**src/core/eii_pkg.sv**
```systemverilog
// Package for the external interrupt inputs block: register map, fields, reset values, timing.
// Assumes a 40 MHz system clock and a 32-bit APB register bus.
package eii_pkg;

  // Register byte offsets
  localparam logic [7:0] EII_OFF_CTRL     = 8'h00;  // Trigger selects, request flags
  localparam logic [7:0] EII_OFF_ENABLE   = 8'h04;  // Per-input wake enables
  localparam logic [7:0] EII_OFF_STATUS   = 8'h08;  // Sticky event status, read only
  localparam logic [7:0] EII_OFF_CLEAR    = 8'h0c;  // Write one to clear status
  localparam logic [7:0] EII_OFF_IRQ_EN   = 8'h10;  // Status interrupt enable
  localparam logic [7:0] EII_OFF_PINS     = 8'h14;  // Synchronised pin levels

  // Control register fields
  localparam int EII_BIT_TRIG_ZERO = 0;  // trigger_select_zero
  localparam int EII_BIT_TRIG_ONE  = 1;  // trigger_select_one
  localparam int EII_BIT_REQ_ZERO  = 2;  // request_flag_zero
  localparam int EII_BIT_REQ_ONE   = 3;  // request_flag_one

  // Reset values
  localparam logic [1:0] EII_RST_TRIG = 2'h0;
  localparam logic [1:0] EII_RST_FLAG = 2'h0;
  localparam logic       EII_RST_PREV = 1'h1;
  localparam logic [1:0] EII_RST_EN   = 2'h0;

  // Timing: one machine cycle is six CPU clocks
  localparam int EII_CLK_HZ         = 40_000_000;
  localparam int EII_CPU_PER_MACH   = 6;
  localparam logic [2:0] EII_MACH_LAST = 3'(EII_CPU_PER_MACH - 1);

endpackage

```
**src/core/eii_channel.sv**
```systemverilog
// One external interrupt channel: per machine cycle sample, level or falling-edge detect.
// Assumes pin is already synchronised and samp_en is a one-cycle machine-cycle pulse.
`timescale 1ns/100ps
module eii_channel (
  // Clock and reset
  input  wire logic clk_sys,
  input  wire logic rst_n,
  // Sampling
  input  wire logic samp_en,
  input  wire logic pin_sync,
  // Control
  input  wire logic trig_edge,
  input  wire logic vector_ack,
  input  wire logic sw_clear,
  // Result
  output logic      req_flag,
  output logic      edge_event
);
  import eii_pkg::*;

  logic prev_sample;       // Last machine-cycle sample
  logic next_prev_sample;
  logic next_req_flag;
  logic next_edge_event;

  // Detect per machine cycle; set wins over clear
  always_comb begin
    next_prev_sample = prev_sample;
    next_req_flag    = req_flag;
    next_edge_event  = 1'b0;
    if (trig_edge) begin
      // Edge mode: vector or software clears
      if (vector_ack || sw_clear) begin
        next_req_flag = 1'b0;
      end
      if (samp_en) begin
        next_prev_sample = pin_sync;
        if (prev_sample && !pin_sync) begin
          next_req_flag   = 1'b1;
          next_edge_event = 1'b1;
        end
      end
    end else begin
      // Level mode: flag tracks pin at each sample
      if (samp_en) begin
        next_prev_sample = pin_sync;
        next_req_flag    = !pin_sync;
        next_edge_event  = !pin_sync && !req_flag;
      end
    end
  end

  // State registers
  always_ff @(posedge clk_sys) begin
    if (!rst_n) begin
      prev_sample <= EII_RST_PREV;
      req_flag    <= 1'b0;
      edge_event  <= 1'b0;
    end else begin
      prev_sample <= next_prev_sample;
      req_flag    <= next_req_flag;
      edge_event  <= next_edge_event;
    end
  end

  a_edge_sets_flag: assert property (@(posedge clk_sys) disable iff (!rst_n)
    (trig_edge && samp_en && prev_sample && !pin_sync) |=> req_flag)
    else $error("edge not flagged");
  a_level_tracks: assert property (@(posedge clk_sys) disable iff (!rst_n)
    (!trig_edge && samp_en) |=> (req_flag == !$past(pin_sync)))
    else $error("level flag not tracking");
  a_vector_clears: assert property (@(posedge clk_sys) disable iff (!rst_n)
    (trig_edge && vector_ack && !samp_en) |=> !req_flag)
    else $error("vector did not clear");
  a_flag_held: assert property (@(posedge clk_sys) disable iff (!rst_n)
    (!samp_en && !vector_ack && !sw_clear && $stable(trig_edge)) |=> $stable(req_flag))
    else $error("flag moved between samples");
  a_edge_no_spurious: assert property (@(posedge clk_sys) disable iff (!rst_n)
    (trig_edge && !req_flag && !(samp_en && prev_sample && !pin_sync)) |=> !req_flag)
    else $error("edge flag set without a fall");
  a_reset_prev: assert property (@(posedge clk_sys)
    !rst_n |=> (prev_sample && !req_flag))
    else $error("reset state wrong");

endmodule // eii_channel

```
**src/core/eii_top.sv**
```systemverilog
// External interrupt inputs: two channels, APB registers, status interrupt and wake.
// Assumes pins are asynchronous, active low; CPU gives vector acknowledges on clk_sys.
//
// Our own choices: the register offsets and the APB register port.
`timescale 1ns/100ps
module eii_top (
  // Clock and reset
  input  wire logic        clk_sys,
  input  wire logic        rst_n,
  // APB slave
  input  wire logic        psel,
  input  wire logic        penable,
  input  wire logic        pwrite,
  input  wire logic [7:0]  paddr,
  input  wire logic [31:0] pwdata,
  output logic             pready,
  output logic             pslverr,
  output logic [31:0]      prdata,
  // External request pins, active low
  input  wire logic        ext_request_pin_n_zero,
  input  wire logic        ext_request_pin_n_one,
  // CPU dispatch and power control
  input  wire logic        vector_ack_zero,
  input  wire logic        vector_ack_one,
  input  wire logic        low_power_mode,
  output logic             request_flag_zero,
  output logic             request_flag_one,
  output logic             wake_req,
  output logic             irq
);
  import eii_pkg::*;

  // Reset to the idle high level, so no false edge follows reset
  // Pin synchronisers, two stages each
  logic [1:0] pin_meta;
  logic [1:0] pin_sync;
  always_ff @(posedge clk_sys) begin
    if (!rst_n) begin
      pin_meta <= 2'h3;
      pin_sync <= 2'h3;
    end else begin
      pin_meta <= {ext_request_pin_n_one, ext_request_pin_n_zero};
      pin_sync <= pin_meta;
    end
  end

  // First sample enable comes five clocks after reset
  // Machine-cycle divider gives the sample enable
  logic [2:0] mach_cnt;
  logic [2:0] next_mach_cnt;
  logic       samp_en;
  always_comb begin
    next_mach_cnt = (mach_cnt == EII_MACH_LAST) ? 3'h0 : mach_cnt + 3'h1;
  end
  always_ff @(posedge clk_sys) begin
    if (!rst_n) begin
      mach_cnt <= 3'h0;
    end else begin
      mach_cnt <= next_mach_cnt;
    end
  end
  // Sample on the last count of each machine cycle
  assign samp_en = (mach_cnt == EII_MACH_LAST);

  // Only the low bits of each word are used; the rest read zero
  // Software state: trigger selects, enables, status
  logic [1:0] trig_sel;       // trigger_select_one, trigger_select_zero
  logic [1:0] wake_en;        // Per-input enable for wake
  logic [1:0] irq_en;         // Status interrupt enable
  logic [1:0] status;         // Sticky detection events
  logic [1:0] sw_clr;         // Software clear of edge flags
  logic [1:0] req;            // Channel flags
  logic [1:0] evt;            // Channel events
  logic [1:0] next_trig_sel;
  logic [1:0] next_wake_en;
  logic [1:0] next_irq_en;
  logic [1:0] next_status;
  logic [1:0] next_sw_clr;
  logic [31:0] next_prdata;
  logic        next_pready;
  logic        next_pslverr;
  logic        acc;
  logic        wr;

  // Access start: decode now, answer with pready one clock later
  assign acc = psel && penable && !pready;
  // Writes commit on the edge at which the master samples pready high
  assign wr  = psel && penable && pready && pwrite;

  // Register file next state; hardware set wins over clear
  always_comb begin
    next_trig_sel = trig_sel;
    next_wake_en  = wake_en;
    next_irq_en   = irq_en;
    next_status   = status;
    next_sw_clr   = 2'h0;
    next_prdata   = prdata;
    next_pready   = acc;
    next_pslverr  = 1'b0;
    // Write commit, on the edge that completes the transfer
    if (wr) begin
      case (paddr)
        EII_OFF_CTRL: begin
          next_trig_sel = {pwdata[EII_BIT_TRIG_ONE], pwdata[EII_BIT_TRIG_ZERO]};
          // Writing zero to a flag bit clears an edge flag
          next_sw_clr = ~{pwdata[EII_BIT_REQ_ONE], pwdata[EII_BIT_REQ_ZERO]};
        end
        EII_OFF_ENABLE: next_wake_en = pwdata[1:0];
        EII_OFF_CLEAR:  next_status  = status & ~pwdata[1:0];
        EII_OFF_IRQ_EN: next_irq_en  = pwdata[1:0];
        // Read-only and unmapped offsets drop the write
        default:        next_sw_clr  = 2'h0;
      endcase
    end
    // Access start: read data and error stand with pready next cycle
    if (acc) begin
      case (paddr)
        EII_OFF_CTRL:   next_prdata = {28'h0, req[1], req[0], trig_sel};
        EII_OFF_ENABLE: next_prdata = {30'h0, wake_en};
        EII_OFF_STATUS: next_prdata = {30'h0, status};
        EII_OFF_CLEAR:  next_prdata = 32'h0;  // Write-only, reads zero
        EII_OFF_IRQ_EN: next_prdata = {30'h0, irq_en};
        EII_OFF_PINS:   next_prdata = {30'h0, pin_sync};
        // Unmapped offset: refused, data zero
        default: begin
          next_prdata  = 32'h0;
          next_pslverr = 1'b1;
        end
      endcase
    end
    // Detection events set status last, so they win over a clear
    next_status = next_status | evt;
  end

  // Register file; status clears at the commit edge, flag clears one clock later via sw_clr
  always_ff @(posedge clk_sys) begin
    if (!rst_n) begin
      trig_sel <= EII_RST_TRIG;
      wake_en  <= EII_RST_EN;
      irq_en   <= EII_RST_EN;
      status   <= EII_RST_FLAG;
      sw_clr   <= 2'h0;
      prdata   <= 32'h0;
      pready   <= 1'b0;
      pslverr  <= 1'b0;
    end else begin
      trig_sel <= next_trig_sel;
      wake_en  <= next_wake_en;
      irq_en   <= next_irq_en;
      status   <= next_status;
      sw_clr   <= next_sw_clr;
      prdata   <= next_prdata;
      pready   <= next_pready;
      pslverr  <= next_pslverr;
    end
  end

  // Channels share the sample enable, so both see the same cycle
  // Two identical channels
  eii_channel u_ch_zero (
    .clk_sys    (clk_sys),
    .rst_n      (rst_n),
    .samp_en    (samp_en),
    .pin_sync   (pin_sync[0]),
    .trig_edge  (trig_sel[0]),
    .vector_ack (vector_ack_zero),
    .sw_clear   (sw_clr[0]),
    .req_flag   (req[0]),
    .edge_event (evt[0])
  );
  // Input one, same logic and timing
  eii_channel u_ch_one (
    .clk_sys    (clk_sys),
    .rst_n      (rst_n),
    .samp_en    (samp_en),
    .pin_sync   (pin_sync[1]),
    .trig_edge  (trig_sel[1]),
    .vector_ack (vector_ack_one),
    .sw_clear   (sw_clr[1]),
    .req_flag   (req[1]),
    .edge_event (evt[1])
  );

  // Registering costs one clock but gives the CPU glitch-free levels
  // Registered outputs to CPU, wake and interrupt
  logic next_wake;
  logic next_irq;
  always_comb begin
    next_wake = low_power_mode && |(req & wake_en);
    next_irq  = |(status & irq_en);
  end
  always_ff @(posedge clk_sys) begin
    if (!rst_n) begin
      request_flag_zero <= 1'b0;
      request_flag_one  <= 1'b0;
      wake_req          <= 1'b0;
      irq               <= 1'b0;
    end else begin
      request_flag_zero <= req[0];
      request_flag_one  <= req[1];
      wake_req          <= next_wake;
      irq               <= next_irq;
    end
  end

  // Wake needs low power mode and an enabled, flagged input
  a_wake_follows: assert property (@(posedge clk_sys) disable iff (!rst_n)
    (low_power_mode && (req[0] && wake_en[0])) |=> wake_req)
    else $error("wake not raised");
  a_wake_one: assert property (@(posedge clk_sys) disable iff (!rst_n)
    (low_power_mode && (req[1] && wake_en[1])) |=> wake_req)
    else $error("wake not raised for input one");
  // No wake while running, and none without an enabled flag
  a_no_wake_awake: assert property (@(posedge clk_sys) disable iff (!rst_n)
    !$past(low_power_mode) |-> !wake_req)
    else $error("wake while running");
  a_wake_masked: assert property (@(posedge clk_sys) disable iff (!rst_n)
    !(|(req & wake_en)) |=> !wake_req)
    else $error("wake without an enabled flag");

  // Exactly one sample enable in every six clocks
  a_sample_period: assert property (@(posedge clk_sys) disable iff (!rst_n)
    samp_en |=> !samp_en [*5] ##1 samp_en)
    else $error("machine cycle not six clocks");
  // Both synchroniser stages are passed in turn
  a_sync_stages: assert property (@(posedge clk_sys) disable iff (!rst_n)
    ##1 pin_sync == $past(pin_meta))
    else $error("synchroniser stage skipped");
  // Level mode: a low sample raises the request one clock later
  a_level_raises: assert property (@(posedge clk_sys) disable iff (!rst_n)
    (!trig_sel[0] && samp_en && !pin_sync[0]) |=> req[0])
    else $error("low level on input zero not flagged");
  a_level_one_raises: assert property (@(posedge clk_sys) disable iff (!rst_n)
    (!trig_sel[1] && samp_en && !pin_sync[1]) |=> req[1])
    else $error("low level on input one not flagged");
  // Flag outputs are the channel flags, one clock later
  a_flag_output: assert property (@(posedge clk_sys) disable iff (!rst_n)
    ##1 request_flag_one == $past(req[1]))
    else $error("flag output mismatch");
  a_flag_zero_output: assert property (@(posedge clk_sys) disable iff (!rst_n)
    ##1 request_flag_zero == $past(req[0]))
    else $error("flag zero output mismatch");

  // Reset leaves both selects cleared and both flags low
  a_reset_clears: assert property (@(posedge clk_sys)
    !rst_n |=> (trig_sel == EII_RST_TRIG) && !request_flag_zero && !request_flag_one)
    else $error("reset state not reached");

  // Interrupt output follows the enabled status bits
  a_irq_raised: assert property (@(posedge clk_sys) disable iff (!rst_n)
    (|(status & irq_en)) |=> irq)
    else $error("irq not raised");
  a_irq_quiet: assert property (@(posedge clk_sys) disable iff (!rst_n)
    !(|(status & irq_en)) |=> !irq)
    else $error("irq without enabled status");
  // Events set status; a bit stays until software clears it
  a_event_status: assert property (@(posedge clk_sys) disable iff (!rst_n)
    evt[0] |=> status[0])
    else $error("event zero not recorded");
  a_event_one_status: assert property (@(posedge clk_sys) disable iff (!rst_n)
    evt[1] |=> status[1])
    else $error("event one not recorded");
  a_status_sticky: assert property (@(posedge clk_sys) disable iff (!rst_n)
    (status[0] && !(wr && paddr == EII_OFF_CLEAR)) |=> status[0])
    else $error("status zero lost");
  a_status_one_sticky: assert property (@(posedge clk_sys) disable iff (!rst_n)
    (status[1] && !(wr && paddr == EII_OFF_CLEAR)) |=> status[1])
    else $error("status one lost");
  // A software clear of the edge flags lasts one clock
  a_clear_pulse: assert property (@(posedge clk_sys) disable iff (!rst_n)
    (|sw_clr) |=> !(|sw_clr))
    else $error("flag clear longer than a clock");

  // Bus answer: pready one cycle after access start, one cycle wide
  a_ready_answer: assert property (@(posedge clk_sys) disable iff (!rst_n)
    (psel && penable && !pready) |=> pready)
    else $error("access not answered");
  a_ready_pulse: assert property (@(posedge clk_sys) disable iff (!rst_n)
    pready |=> !pready)
    else $error("pready longer than a clock");
  a_err_with_ready: assert property (@(posedge clk_sys) disable iff (!rst_n)
    pslverr |-> pready)
    else $error("error without pready");

  // Main scenarios reached
  c_edge_seen: cover property (@(posedge clk_sys) disable iff (!rst_n)
    trig_sel[0] && evt[0]);
  c_level_seen: cover property (@(posedge clk_sys) disable iff (!rst_n)
    !trig_sel[1] && req[1]);
  c_wake_seen: cover property (@(posedge clk_sys) disable iff (!rst_n) wake_req);
  c_irq_seen: cover property (@(posedge clk_sys) disable iff (!rst_n) irq);
  c_refused: cover property (@(posedge clk_sys) disable iff (!rst_n)
    pready && pslverr);

endmodule // eii_top

```
**config.mk**
```make
export PLATFORM = sky130hd
export DESIGN_NAME = eii_top
export DESIGN_NICKNAME = d
export VERILOG_FILES = /design/src/core/eii_pkg.sv /design/src/core/eii_channel.sv /design/src/core/eii_top.sv
export SDC_FILE = /design/constraint.sdc
export NUM_CORES = 1
export LEC_CHECK = 0
export ABC_AREA = 1
export BUFFER_PORTS_ARGS = -buffer_cell sky130_fd_sc_hd__buf_2
export CAP_MARGIN = 15
export CELL_PAD_IN_SITES_DETAIL_PLACEMENT = 0
export CELL_PAD_IN_SITES_GLOBAL_PLACEMENT = 1
export CORE_MARGIN = 1.5
export CORE_UTILIZATION = 32
export DETAILED_ROUTE_END_ITERATION = 10
export GPL_ROUTABILITY_DRIVEN = 0
export PLACE_DENSITY = 0.88
export SYNTH_ARGS = -nofsm -noshare
export SYNTH_HDL_FRONTEND = slang
export SYNTH_SLANG_ARGS = --single-unit
export TNS_END_PERCENT = 10
```
**constraint.sdc**
```tcl
create_clock -name clk_sys -period 2.15 [get_ports clk_sys]
set_clock_uncertainty 0.05 [all_clocks]
set_input_delay 0.1075 -clock clk_sys [delete_from_list [all_inputs] [get_ports clk_sys]]
set_output_delay 0.1075 -clock clk_sys [all_outputs]
set_load 0.02 [all_outputs]
```
==> flow_summary.yaml <==
setup_path:
  required_ns: 2.31
  cp_slowest_cell: "dfxtp_1"
  worstSetupStartpointType: "flop"
  cp-end-kind: "flop"
  path_cells: "ha_1 -> nand2_1 -> nor2_1 -> inv_1 -> o21ai_0"
  critPathKind: "flop to flop"
  critPathArrivalTime_ns: 1.44
  cp_max_fo: 4
  worst_path_largest_cell_delay_ns: 0.36
grt:
  grtUsageMet2_pct: 21.1
  grt_max_degree: 14
  grt_first_pass_wirelength_um: 5250
  grt-busiest-layer: "met2"
  grt_pass1_vias: 1167
  grt_use_total_pct: 13.0
  met3_usage_pct: 5.35
  antenna_found_initial: 0
  grt_overflow: 0
  use_met1_pct: 15.2
clock_network:
  cts_resized: 0
  cts_tree: "yes"
  cts_htree_levels: 2
  post_cts_buffers: 0
  clk_latency_ns: 0.28
  cts.sinks: 33
  clk_path_buf_depth: 2
  root_buffer: "clkbuf_8"
  clk_pin_slew_ns: 0.07
  numCtsBuffers: 5
  cts_hold_buf: 4
layout:
  seq_area_um2: 661
  nFillCells: 516
  fin_nets: 301
  stdcell_area_um2: 1850
  antenna_cells: 0
  area_delta_synth_final_pct: 15.2
  multi_input_area_um2: 737
  layout-drive-gt1-share_pct: 22.8
drt:
  dr.first_iter.drc_count: 60
  ant_nets: 0
  wl_per_cell_um: 9.95
  via_count: 1323
  wl_um: 3160
  first_pass_iters: 4
  post-route-drc-count: 0
  vias_per_cell: 4.17
timing:
  setup_violations: 0
  max_freq_ghz: 0.782
  slew_viol_final: 0
  min_period_over_period_pct: 59.5
  timing_hold_violations_final: 0
  setup_ws_ns: 0.871
  whs_ns: 0.0436
  tns_ns: 0
  post-route-min-period_ns: 1.28
  rsz0062_at_grt: "false"
placed_design:
  portBuffers: 31
  preCtsSetupSlack_ns: 0.897
  placed_area_um2: 1720
  dpl.hpwl_um: 2380
synth:
  yosysTopAreaCellShare_pct: 41.3
  async_flop_share_pct: 0
  synth-main-ff-cell: "dfxtp_1"
  yosys-top-cells-count: "dfxtp_1, buf_4, nand2_1"
  synth_top_cells_by_area: "dfxtp_1, buf_4, a21oi_1"
  yosys_register_bits: 33
  synth_most_common_cell: "dfxtp_1"
  ys_types: 23
  synth.avg_cell_area_um2: 7.63
  synthCells: 210
  synth_area_um2: 1600
  yosysTopAreaCell: "dfxtp_1"
  yosysWarningCount: 0
  synth-edff-count: 0
  synth_seq_area_share_pct: 41.3
floorplanning:
  boundaryPins: 88
  dieArea_um2: 5440
  die_h_um: 73.7
  die_w_um: 73.7
  start_util_pct: 33.5
  core_area_um2: 4790
  rows: 25
status:
  status: "finished clean"
pwr:
  peakVddDrop_uv: 367
  power_w: 0.00123
  p_per_area_nw_per_um2: 667
  p_leak_nw: 0.850
min_path:
  hp-class: "input pin to flop"
flow_run:
  max_cap_violations: 0
## cell families after synthesis
family	Yosys count	synth area share, %
adders and majority gates	2	1.56
xor gates and xnor gates	1	0.547
and+or+nand+nor	85	26.2
DFF	33	41.2
other	1	0.234
buffers and inverters	53	19.1
AOI/OAI and AO/OA	35	11.1
## registers in the layout, summed over array words and instances, names as in the netlist, 2 cells and up
signal,count
status,2
sw_clr,2
mach_cnt,3
wake_en,2
prdata,4
pin_sync,2
pin_meta,2
trig_sel,2
irq_en,2
## critical path, delay by kind of cell, from the launching register on
| family | cells | cell delay, ns |
|---|---|---|
| flops | 1 | 0.36 |
| simple gates | 2 | 0.26 |
| fa+ha+maj | 1 | 0.25 |
| compound gates | 1 | 0.17 |
| buf+inv | 1 | 0.12 |
## per-stage QoR
step / cells / utilization, %
after floorplan: 237 / -
after global placement: 305 / 36.0
after detailed placement: 305 / 36.0
after CTS: 317 / 38.6
after global routing: 317 / 38.6
final: 317 / 38.6
## layout by cell type (no fill, tap or decap), types with 5 or more instances in the layout
| master | count |
|---|---|
| o21ai_0 | 12 |
| a21oi_1 | 20 |
| inv_1 | 22 |
| clkbuf_8 | 5 |
| conb_1 | 28 |
| buf_2 | 31 |
| nor3_1 | 5 |
| nor2_1 | 18 |
| dfxtp_1 | 33 |
| nand2_1 | 26 |
| nand3_1 | 18 |
## worst paths after layout
check	start	endpoint	slack [ns]	cells after the start
max	mach_cnt[0]	u_ch_zero.req_flag	0.87	5
min	low_power_mode	wake_req	0.04	2
max reg2reg	mach_cnt[0]	u_ch_zero.req_flag	0.87	5
min reg2reg	pin_meta[0]	pin_sync[0]	0.36	1
## where the power goes
group | switching [W] | internal [W] | leakage (nW) | total (W)
Clock | 0.000221 | 0.000224 | 0.0450 | 0.000445
Sequential | 0.0000101 | 0.000627 | 0.268 | 0.000637
Combinational | 0.000104 | 0.0000446 | 0.537 | 0.000149
Total | 0.000335 | 0.000895 | 0.850 | 0.00123
## final cells by class
cell class	instances	share of cell area, %
well taps	67	4.54
flip-flops and latches	33	35.8
repair buffers	35	10.6
clock buffers	6	3.93
clock inverters	2	0.542
multi-input cells	151	39.9
inverters	23	4.68
## per-layer routing
| layer | part of all wire (%) | wire length (um) |
|---|---|---|
| met1 | 46 | 1440 |
| met2 | 47 | 1490 |
| met3 | 5.8 | 184 |
| met4 | 1.5 | 48 |
| met5 | 0 | 0 |
Power figures use the tool's default switching activity.
